File: src/verilog/logic_cell_params.svh
// register offsets, field positions and codes of the logic cell control
`ifndef LOGIC_CELL_PARAMS_SVH
`define LOGIC_CELL_PARAMS_SVH

// register indexes on the plain register port
`define LC_CTRL_IDX     3'h0
`define LC_INVERT_IDX   3'h1
`define LC_IRQ_STAT_IDX 3'h2
`define LC_IRQ_CLR_IDX  3'h3
`define LC_IRQ_EN_IDX   3'h4

// control register fields
`define LC_EN_BIT       7
`define LC_OE_BIT       6
`define LC_OUT_BIT      5
`define LC_INTP_BIT     4
`define LC_INTN_BIT     3
`define LC_MODE_HI      2
`define LC_MODE_LO      0

// invert register field, irq bit in status/clear/enable
`define LC_INV_BIT      7
`define LC_IRQ_BIT      0

// reset values
`define LC_CTRL_RST     8'h00
`define LC_INVERT_RST   8'h00

// logic function codes
`define LC_FN_ANDOR     3'h0
`define LC_FN_ORXOR     3'h1
`define LC_FN_AND4      3'h2
`define LC_FN_SRLATCH   3'h3
`define LC_FN_DFF_SR    3'h4
`define LC_FN_DFF_R     3'h5
`define LC_FN_JK_R      3'h6
`define LC_FN_TLATCH    3'h7

`endif

File: src/verilog/logic_cell_pkg.sv
// types shared by the logic cell control block
`default_nettype none

package logic_cell_pkg;

    // one access on the register port
    typedef struct packed {
        logic [2:0] addr;
        logic [7:0] wdata;
        logic       wr;
        logic       rd;
    } reg_req_t;

    // whole state of the cell control block
    typedef struct packed {
        logic       en;
        logic       oe;
        logic       intp;
        logic       intn;
        logic [2:0] mode;
        logic       inv;
        logic       g1Prev;
        logic       q;
        logic       cellOut;
        logic       flag;
        logic       irqEn;
        logic       irq;
        logic       pinOut;
        logic       pinOeB;
        logic [7:0] rdata;
    } cell_state_t;

endpackage

`default_nettype wire

File: src/verilog/logic_cell_control.sv
// control, logic function, output stage and interrupt of one logic cell
`timescale 1ns/1ns
`default_nettype none
`include "logic_cell_params.svh"

module logic_cell_control (
    input  wire logic                      clk,     // 20 MHz clock
    input  wire logic                      rst_b,   // sync reset, low
    input  wire logic_cell_pkg::reg_req_t  regReq,  // register access
    input  wire logic [3:0]                gate,    // gate 1..4 outputs
    output var  logic [7:0]                regRdata, // read data, 1 cycle
    output var  logic                      cellOut, // cell output
    output var  logic                      pinOut,  // pin data
    output var  logic                      pinOeB,  // pin enable, low
    output var  logic                      irq      // level interrupt
);

    logic_cell_pkg::cell_state_t s_ff;
    logic_cell_pkg::cell_state_t nxt_s;
    logic                        logicRes;
    logic                        g1Rise;
    logic                        setS;
    logic                        clrR;
    logic                        wrCtrl;
    logic                        wrInv;
    logic                        wrClr;
    logic                        wrIrqEn;
    logic                        rdHit;

    // register write decode
    assign wrCtrl  = regReq.wr && (regReq.addr == `LC_CTRL_IDX);
    assign wrInv   = regReq.wr && (regReq.addr == `LC_INVERT_IDX);
    assign wrClr   = regReq.wr && (regReq.addr == `LC_IRQ_CLR_IDX);
    assign wrIrqEn = regReq.wr && (regReq.addr == `LC_IRQ_EN_IDX);
    assign rdHit   = regReq.rd;

    // gate 1 is the clock of the edge-clocked functions
    assign g1Rise = gate[0] && !s_ff.g1Prev;

    // logic function stage; sequential ones keep their bit in q
    always_comb begin
        logicRes = 1'b0;
        setS     = 1'b0;
        clrR     = 1'b0;
        case (s_ff.mode)
            `LC_FN_ANDOR: begin
                logicRes = (gate[0] & gate[1]) | (gate[2] & gate[3]);
            end
            `LC_FN_ORXOR: begin
                logicRes = (gate[0] | gate[1]) ^ (gate[2] | gate[3]);
            end
            `LC_FN_AND4: begin
                logicRes = &gate;
            end
            `LC_FN_SRLATCH: begin
                setS = gate[0] | gate[1];
                clrR = gate[2] | gate[3];
                // reset dominates when both are asserted
                if (clrR) begin
                    logicRes = 1'b0;
                end else if (setS) begin
                    logicRes = 1'b1;
                end else begin
                    logicRes = s_ff.q;
                end
            end
            `LC_FN_DFF_SR: begin
                if (gate[2]) begin
                    logicRes = 1'b0;
                end else if (gate[3]) begin
                    logicRes = 1'b1;
                end else if (g1Rise) begin
                    logicRes = gate[1];
                end else begin
                    logicRes = s_ff.q;
                end
            end
            `LC_FN_DFF_R: begin
                if (gate[2]) begin
                    logicRes = 1'b0;
                end else if (g1Rise) begin
                    logicRes = gate[1];
                end else begin
                    logicRes = s_ff.q;
                end
            end
            `LC_FN_JK_R: begin
                if (gate[2]) begin
                    logicRes = 1'b0;
                end else if (g1Rise) begin
                    case ({gate[1], gate[3]})
                        2'h1:    logicRes = 1'b0;
                        2'h2:    logicRes = 1'b1;
                        2'h3:    logicRes = !s_ff.q;
                        default: logicRes = s_ff.q;
                    endcase
                end else begin
                    logicRes = s_ff.q;
                end
            end
            `LC_FN_TLATCH: begin
                if (gate[2]) begin
                    logicRes = 1'b0;
                end else if (gate[3]) begin
                    logicRes = 1'b1;
                end else if (gate[0]) begin
                    logicRes = gate[1];
                end else begin
                    logicRes = s_ff.q;
                end
            end
            default: begin
                logicRes = 1'b0;
            end
        endcase
    end

    // next state: registers, output stage, edge flag, read data
    always_comb begin
        nxt_s = s_ff;
        nxt_s.g1Prev = gate[0];
        // a disabled cell holds its memory cleared and output low
        if (s_ff.en) begin
            nxt_s.q       = logicRes;
            nxt_s.cellOut = logicRes ^ s_ff.inv;
        end else begin
            nxt_s.q       = 1'b0;
            nxt_s.cellOut = 1'b0;
        end
        if (wrCtrl) begin
            // output status bit is read-only, write data dropped
            nxt_s.en   = regReq.wdata[`LC_EN_BIT];
            nxt_s.oe   = regReq.wdata[`LC_OE_BIT];
            nxt_s.intp = regReq.wdata[`LC_INTP_BIT];
            nxt_s.intn = regReq.wdata[`LC_INTN_BIT];
            nxt_s.mode = regReq.wdata[`LC_MODE_HI:`LC_MODE_LO];
        end
        if (wrInv) begin
            nxt_s.inv = regReq.wdata[`LC_INV_BIT];
        end
        if (wrIrqEn) begin
            nxt_s.irqEn = regReq.wdata[`LC_IRQ_BIT];
        end
        // clear first, so an edge in the same cycle still sets
        if (wrClr && regReq.wdata[`LC_IRQ_BIT]) begin
            nxt_s.flag = 1'b0;
        end
        // inversion toggles reach the detectors like any edge
        if (s_ff.intp && nxt_s.cellOut && !s_ff.cellOut) begin
            nxt_s.flag = 1'b1;
        end
        if (s_ff.intn && !nxt_s.cellOut && s_ff.cellOut) begin
            nxt_s.flag = 1'b1;
        end
        nxt_s.irq    = nxt_s.flag & nxt_s.irqEn;
        nxt_s.pinOut = nxt_s.oe & nxt_s.cellOut;
        nxt_s.pinOeB = !nxt_s.oe;
        nxt_s.rdata  = 8'h00;
        if (rdHit) begin
            case (regReq.addr)
                `LC_CTRL_IDX: begin
                    nxt_s.rdata = {s_ff.en, s_ff.oe, s_ff.cellOut,
                                   s_ff.intp, s_ff.intn, s_ff.mode};
                end
                `LC_INVERT_IDX: begin
                    nxt_s.rdata = {s_ff.inv, 7'h00};
                end
                `LC_IRQ_STAT_IDX: begin
                    nxt_s.rdata = {7'h00, s_ff.flag};
                end
                `LC_IRQ_EN_IDX: begin
                    nxt_s.rdata = {7'h00, s_ff.irqEn};
                end
                default: begin
                    nxt_s.rdata = 8'h00;
                end
            endcase
        end
    end

    // state register; reset clears the whole state and sets pinOeB high
    always_ff @(posedge clk) begin
        if (!rst_b) begin
            s_ff        <= '0;
            s_ff.pinOeB <= 1'b1;
        end else begin
            s_ff <= nxt_s;
        end
    end

    // all outputs straight from the state register
    assign regRdata = s_ff.rdata;
    assign cellOut  = s_ff.cellOut;
    assign pinOut   = s_ff.pinOut;
    assign pinOeB   = s_ff.pinOeB;
    assign irq      = s_ff.irq;

    // enabled cell follows the function through the invert stage
    property p_enabled_result;
        @(posedge clk) disable iff (!rst_b)
        s_ff.en |=> s_ff.cellOut == ($past(logicRes) ^ $past(s_ff.inv));
    endproperty
    a_enabled_result: assert property (p_enabled_result)
        else $error("cell output differs from function result");

    // disabled cell outputs zero one cycle later
    property p_disabled_zero;
        @(posedge clk) disable iff (!rst_b)
        !s_ff.en |=> !s_ff.cellOut && !s_ff.q;
    endproperty
    a_disabled_zero: assert property (p_disabled_zero)
        else $error("disabled cell output not zero");

    // pin enable tracks the control bit, pin data only when enabled
    property p_pin_gate;
        @(posedge clk) disable iff (!rst_b)
        (s_ff.pinOeB == !s_ff.oe) && (s_ff.pinOut == (s_ff.oe & s_ff.cellOut));
    endproperty
    a_pin_gate: assert property (p_pin_gate)
        else $error("pin drive disagrees with output enable");

    // control read returns the output value in its status bit
    property p_status_read;
        @(posedge clk) disable iff (!rst_b)
        (regReq.rd && regReq.addr == `LC_CTRL_IDX)
            |=> regRdata[`LC_OUT_BIT] == $past(s_ff.cellOut);
    endproperty
    a_status_read: assert property (p_status_read)
        else $error("status bit does not show cell output");

    // enabled rising edge leaves the flag set
    property p_rise_flag;
        @(posedge clk) disable iff (!rst_b)
        ($rose(s_ff.cellOut) && $past(s_ff.intp)) |-> s_ff.flag;
    endproperty
    a_rise_flag: assert property (p_rise_flag)
        else $error("rising edge did not set flag");

    // enabled falling edge leaves the flag set
    property p_fall_flag;
        @(posedge clk) disable iff (!rst_b)
        ($fell(s_ff.cellOut) && $past(s_ff.intn)) |-> s_ff.flag;
    endproperty
    a_fall_flag: assert property (p_fall_flag)
        else $error("falling edge did not set flag");

    // flag rises only by an enabled edge of the output
    property p_flag_cause;
        @(posedge clk) disable iff (!rst_b)
        $rose(s_ff.flag) |-> ($rose(s_ff.cellOut) && $past(s_ff.intp))
                          || ($fell(s_ff.cellOut) && $past(s_ff.intn));
    endproperty
    a_flag_cause: assert property (p_flag_cause)
        else $error("flag set without enabled edge");

    // flag stays until software clears it
    property p_flag_sticky;
        @(posedge clk) disable iff (!rst_b)
        (s_ff.flag && !(wrClr && regReq.wdata[`LC_IRQ_BIT])) |=> s_ff.flag;
    endproperty
    a_flag_sticky: assert property (p_flag_sticky)
        else $error("flag lost without a clear");

    // D flip-flop with reset takes data on gate 1 rising edge
    property p_dff_r;
        @(posedge clk) disable iff (!rst_b)
        (s_ff.en && s_ff.mode == `LC_FN_DFF_R && g1Rise && !gate[2])
            |=> s_ff.q == $past(gate[1]);
    endproperty
    a_dff_r: assert property (p_dff_r)
        else $error("flip-flop with reset missed its data");

    // set input of the set/reset flip-flop forces one
    property p_dff_sr_set;
        @(posedge clk) disable iff (!rst_b)
        (s_ff.en && s_ff.mode == `LC_FN_DFF_SR && gate[3] && !gate[2])
            |=> s_ff.q;
    endproperty
    a_dff_sr_set: assert property (p_dff_sr_set)
        else $error("set input did not force one");

    // after reset the control fields are zero
    property p_reset_clear;
        @(posedge clk) disable iff (!rst_b)
        $rose(rst_b) |-> !s_ff.en && !s_ff.oe && !s_ff.intp && !s_ff.intn
                         && s_ff.mode == `LC_FN_ANDOR && !s_ff.cellOut;
    endproperty
    a_reset_clear: assert property (p_reset_clear)
        else $error("control not cleared by reset");

    // interrupt line follows enabled flag
    property p_irq_level;
        @(posedge clk) disable iff (!rst_b)
        irq == (s_ff.flag && s_ff.irqEn);
    endproperty
    a_irq_level: assert property (p_irq_level)
        else $error("interrupt line disagrees with flag");

    // enabled four-input and follows all gates through the invert stage
    property p_and4;
        @(posedge clk) disable iff (!rst_b)
        (s_ff.en && s_ff.mode == `LC_FN_AND4)
            |=> s_ff.cellOut == ($past(&gate) ^ $past(s_ff.inv));
    endproperty
    a_and4: assert property (p_and4)
        else $error("four-input and result wrong");

    // control write lands in enable and function fields at once
    property p_ctrl_write;
        @(posedge clk) disable iff (!rst_b)
        wrCtrl |=> s_ff.en == $past(regReq.wdata[`LC_EN_BIT])
            && s_ff.mode == $past(regReq.wdata[`LC_MODE_HI:`LC_MODE_LO]);
    endproperty
    a_ctrl_write: assert property (p_ctrl_write)
        else $error("control write did not land");

    // both inputs high on a gate 1 rise toggle the flip-flop
    property p_jk_toggle;
        @(posedge clk) disable iff (!rst_b)
        (s_ff.en && s_ff.mode == `LC_FN_JK_R && g1Rise && !gate[2]
            && gate[1] && gate[3]) |=> s_ff.q != $past(s_ff.q);
    endproperty
    a_jk_toggle: assert property (p_jk_toggle)
        else $error("flip-flop did not toggle");

    // a clear empties the flag unless an output edge came with it
    property p_flag_clear;
        @(posedge clk) disable iff (!rst_b)
        (wrClr && regReq.wdata[`LC_IRQ_BIT])
            |=> !s_ff.flag || $changed(s_ff.cellOut);
    endproperty
    a_flag_clear: assert property (p_flag_clear)
        else $error("flag survived a clear with no edge");

endmodule

`default_nettype wire

File: config.mk
export PLATFORM = sky130hd
export DESIGN_NAME = logic_cell_control
export DESIGN_NICKNAME = d
export VERILOG_FILES = /design/src/verilog/logic_cell_pkg.sv /design/src/verilog/logic_cell_control.sv
export VERILOG_INCLUDE_DIRS = /design/src /design/src/verilog
export SDC_FILE = /design/constraint.sdc
export NUM_CORES = 1
export LEC_CHECK = 0
export ABC_AREA = 1
export CORE_ASPECT_RATIO = 1.1
export CORE_MARGIN = 2
export CORE_UTILIZATION = 65
export CTS_BUF_LIST = sky130_fd_sc_hd__clkbuf_4 sky130_fd_sc_hd__clkbuf_8
export DETAILED_ROUTE_END_ITERATION = 16
export DONT_BUFFER_PORTS = 1
export PLACE_DENSITY_LB_ADDON = 0.3
export SETUP_SLACK_MARGIN = 0.4
export SLEW_MARGIN = 20
export SYNTH_ARGS = -nofsm -noshare
export SYNTH_HDL_FRONTEND = slang
export SYNTH_SLANG_ARGS = --single-unit
File: constraint.sdc
create_clock -name clk -period 3.3 [get_ports clk]
set_clock_uncertainty 0.05 [all_clocks]
set_input_delay 0.33 -clock clk [delete_from_list [all_inputs] [get_ports clk]]
set_output_delay 0.33 -clock clk [all_outputs]
set_load 0.01 [all_outputs]
## Yosys cells after proc, flatten, opt, wreduce, memory -nomap -nowiden

Cells that the tools add are included.

- Logic and storage cells: 78
- Output and inout port bits: 12
- Input bits: 19
- Flip-flop bits (word level): 24

- Muxes and demuxes: 20
- Reductions and logical operators: 20
- Equal/unequal tests: 14
- Bitwise operators: 9

Operators by type and width:

| kind | number |
|---|---|
| $pmux 8 s4 | 1 |
| $mux 1 | 16 |
| $eq 3x3->1 const B | 5 |
| $eq 3x2->1 const B | 4 |
| $logic_and 1x1->1 | 10 |
| $pmux 1 s8 | 1 |
| $eq 3x1->1 const B | 2 |
| $logic_not 3->1 | 2 |
| $mux 6 | 1 |
| $logic_not 1->1 | 5 |
| $and 1x1->1 | 4 |
| $eq 2x2->1 const B | 2 |
| $reduce_and 2->1 | 2 |
| $reduce_and 4->1 | 1 |
| $or 1x1->1 | 3 |
| $pmux 1 s3 | 1 |
| $eq 2x1->1 const B | 1 |
| $xor 1x1->1 | 2 |

## Depth between registers and ports, before layout

- Depth after elaboration: 13
- Mapped depth: 15
- Gate-level depth less buffers: 14

## Least setup slack after synthesis

No wires, ideal clock.

- Path kind: register to register
- Start point: reg s_ff[18] (netlist name)
- End point: reg s_ff[12] (netlist name)
- Period minus slack after synthesis: 1.380 ns
- Library setup time: 0.109 ns
- Stages on the path, launching flop included: 16
- Setup slack: 1.920 ns
- Required time: 3.141 ns
- Data arrival time: 1.221 ns
- Path buffers: 1
- Cells stage by stage: dfxtp_1 buf_6 nand2_1 inv_1 o21ai_1 nand2_1 inv_1 nand2_1 nand2_1 nand2_1 nand2_2 nand3_2 nand2_2 nand3_2 nand2_1 inv_1

- Longest elaborated chain between the ends: 8
- Elaborated cells on any way between the ends: 18
- Those cells by class: eq/ne: 7; mux: 4; bitwise: 1; reduce/logical: 6

RTL lines:

| what | line | text |
|---|---|---|
| start, declared | logic_cell_control.sv:18 | `logic_cell_pkg::cell_state_t s_ff;` |
| start signal, assigned | logic_cell_control.sv:187 | `s_ff <= nxt_s;` |
| $eq 3x3->1, or another cell as far along | logic_cell_control.sv:45 | `case (s_ff.mode)` |
| $pmux 1 s8 (*) | logic_cell_control.sv:45 |  |
| $xor 1x1->1 (*) | logic_cell_control.sv:125 | `nxt_s.cellOut = logicRes ^ s_ff.inv;` |
| $mux 1 (*) | logic_cell_control.sv:123 | `if (s_ff.en) begin` |
| $logic_and 1x1->1 or $logic_not 1->1 (tied branches) | logic_cell_control.sv:149, logic_cell_control.sv:152 |  |
| $logic_and 1x1->1, on equally long branches | logic_cell_control.sv:149, logic_cell_control.sv:152 |  |
| $mux 1 or $logic_and 1x1->1 (tied branches) | logic_cell_control.sv:149, logic_cell_control.sv:152 |  |
| $mux 1 (*) | logic_cell_control.sv:152 | `if (s_ff.intn && !nxt_s.cellOut && s_ff.cellOut) begin` |

Every way passes the cells marked *; elsewhere a longest branch is shown, timed or not.
A chain may end at the register's enable or synchronous reset.

## Final worst setup path

- Start point: reg s_ff[17] (netlist name)
- End point: reg s_ff[12] (netlist name)

The elaborated chain is that of the path after synthesis.

==> results.yml <==
timing:
  maxSlewViolCount: 0
  slew_headroom_pct: 74.9
  worst_slew_pin_slew_ps: 376
  period_share_pct: 49.7
  setup_violations: 0
  finalCriticalPeriod_ps: 1640
  max_freq_ghz: 0.610
  setup_tns_ps: 0
  hold_violations: 0
  timing.hold.ws_ps: 46.2
  rsz0062_at_grt: "no"
logic_synthesis:
  synth_top_area_share_pct: 44.2
  ys.flop_type: "dfxtp_1"
  syn_inst: 149
  yosysMostFrequentCell: "nand2_1"
  ys_seq_area_share_pct: 44.2
  yosys.area.top_type: "dfxtp_1"
  netlist_area_um2: 1090
  ys_ff_latch: 24
  synth_cell_type_count: 24
  synth_fp_nets: 168
  yosysWarnings: 0
  synth_edf_count: 0
  avgSynthCellArea_um2: 7.30
  synth_area_leaders: "dfxtp_1, nand2_1, buf_4"
  async_flop_share_pct: 0
  synth_commonest_cells: "nand2_1, dfxtp_1, inv_1"
die:
  row_count: 15
  die_area_um2: 2020
  fp.dieW_um: 43.0
  dieHeight_um: 46.9
  io_pins: 31
  core_um2: 1580
  initial_core_util_pct: 69.0
setup_path:
  path_max_fanout: 7
  rrSetupSlack_ps: 1660
  rr_startpoint: "s_ff[17]$_SDFFE_PN0P_"
  setup.worst_path.end: "s_ff[12]$_SDFF_PN0_"
  critical_path.cell_chain: "inv_1 -> nand3_1 -> nand2_1 -> o21ai_1 -> nand2_1 -> nand2_1 -> nand2_1 -> nand2_2 -> nand3_2 -> nand2_2 -> nand3_2 -> nand2_1 -> inv_1"
  crit_buf_inv: 2
  cp.depth: 13
  setup.worst_path.start: "s_ff[17]$_SDFFE_PN0P_"
  crit_family: "simple AND/OR/NAND/NOR gates"
  reg2reg_to: "s_ff[12]$_SDFF_PN0_"
  setup.worst_path.end_class: "flip-flop"
  crit_arrival_ps: 1830
  required_ps: 3490
  cpPeakStageDelay_ps: 500
  crit_slowest_cell: "dfxtp_1"
  critPathMostFrequentCell: "nand2_1"
  r2r_cells: 13
  worstSetupPathType: "flip-flop to flip-flop"
  start_kind: "flip-flop"
pwr:
  vdd_drop_max_v: 0.000456
  p_int_uw: 430
  swShare_pct: 20.9
  p_leak_nw: 0.454
  clkPwrFrac_pct: 38.7
  netSwitchingPower_uw: 113
  seqPwrFrac_pct: 55.0
  p_per_area_nw_per_um2: 504
  power_frac_comb_pct: 6.3
clock_network:
  postCtsHoldBufs: 0
  postCtsSetupBuffers: 0
  clkTransAtPathRegs_ps: 130
  ctsHtreeMaxLevel: 1
  cts_resized: 0
  root_buffer: "clkbuf_4"
  cts_made_buffers: 3
  clockBufferDepth: 2
  clock_sinks: 24
  cts_tree: "done"
  clock_latency_ps: 320
finish:
  diodes: 0
  final_area_um2: 1080
  fin_cells: 159
  drive_above_1_share_pct: 11.3
  area_growth_pct: -0.921
  nets: 162
place:
  dp_cells: 155
  placed_area_um2: 1020
  gp_congestion: 0.788
  io_buffers: 0
  post-dp-hpwl_um: 1550
routing:
  vias: 873
  ant_nets: 0
  firstDrtPassIters: 4
  drtIter0Drc: 32
  drt_wl_total_um: 2060
  vias_per_cell: 5.49
  wl_per_cell_um: 13.0
  drc: 0
worst_hold_path:
  hp-class: "input port to flip-flop"
grt:
  overflow: 0
  gr-usage-all-layers_pct: 22.4
  grt_pass1_vias: 800
  grt_max_degree: 15
  grt_pass1_wl_um: 3250
  antenna_found_initial: 0
job:
  cap_violations: 0
status:
  outcome: "finished, final reports clean"
==> state kept, by name, summed over array words and instances, names as in the netlist <==
signal / count
cellOut: 1
irq: 1
pinOeB: 1
pinOut: 1
regRdata: 8
s_ff: 12
==> cell families (layout without fill, tap and decap cells) <==
kind of cell / count (synthesis) / after routing / share of synthesized area, %
simple gates: 69 / 69 / 28.9
buf+inv: 32 / 25 / 15.1
compound gates: 24 / 24 / 11.9
flops: 24 / 24 / 44.2
==> placed cells by master, fill, tap and decap left out, types with 2 or more instances in the layout <==
| cell type | Yosys | layout |
|---|---|---|
| a21oi_1 | 10 | 10 |
| clkbuf_4 | 0 | 3 |
| clkinv_1 | 2 | 2 |
| dfxtp_1 | 24 | 24 |
| inv_1 | 14 | 14 |
| inv_2 | 4 | 4 |
| nand2_1 | 33 | 33 |
| nand2_2 | 2 | 2 |
| nand3_1 | 10 | 10 |
| nand3_2 | 2 | 2 |
| nand4_1 | 3 | 3 |
| nor2_1 | 12 | 12 |
| nor3_1 | 4 | 4 |
| o21ai_0 | 2 | 2 |
| o21ai_1 | 9 | 9 |
==> power by group through the flow <==
| stage | combinational [mW] | clock (mW) | sequential, mW |
|---|---|---|---|
| final | 0.0341 | 0.210 | 0.299 |
| after global routing | 0.0397 | 0.221 | 0.300 |
| after CTS | 0.0342 | 0.213 | 0.299 |
| after detailed placement | 0.0339 | 0 | 0.305 |
| after global placement | 0.0328 | 0 | 0.305 |
| after floorplan | 0.0328 | 0 | 0.303 |
==> worst min path at each step <==
stage                                  end  depth (start not counted)           startpoint  slack [ps]
floorplan           regRdata[6]$_SDFF_PN0_                          2  s_ff[22]$_SDFF_PN0_         370
global placement       s_ff[15]$_SDFF_PN0_                          2              gate[0]         380
detailed placement     s_ff[15]$_SDFF_PN0_                          2              gate[0]         380
CTS                    s_ff[15]$_SDFF_PN0_                          2              gate[0]          40
global route           s_ff[12]$_SDFF_PN0_                          2                rst_b          60
finish                 s_ff[15]$_SDFF_PN0_                          2              gate[0]          50
==> per-stage QoR <==
step	power, mW	worst slack [ps]	util (%)
2_1_floorplan	0.336	1920	-
3_3_place_gp	0.338	1720	65.0
3_5_place_dp	0.339	1690	65.0
4_1_cts	0.546	1660	68.3
5_1_grt	0.560	1470	68.3
6_report	0.543	1660	68.3
==> metal layers <==
layer	global-route usage [%]	vias up	part of all wire, %
met3	5.00	4	8.3
met2	42.1	42	49
met4	14.5	0	2.8
met1	22.9	373	40
li1	-	454	-
met5	0	-	0
==> layout make-up <==
type / count / area [um^2]
Fill cell: 141 / 499
Inverter: 21 / 80.1
Clock inverter: 1 / 30.0
Clock buffer: 3 / 22.5
Sequential cell: 24 / 480
Multi-Input combinational cell: 93 / 443
Tap cell: 17 / 21.3
No activity file was read; power rests on OpenSTA's default activity.
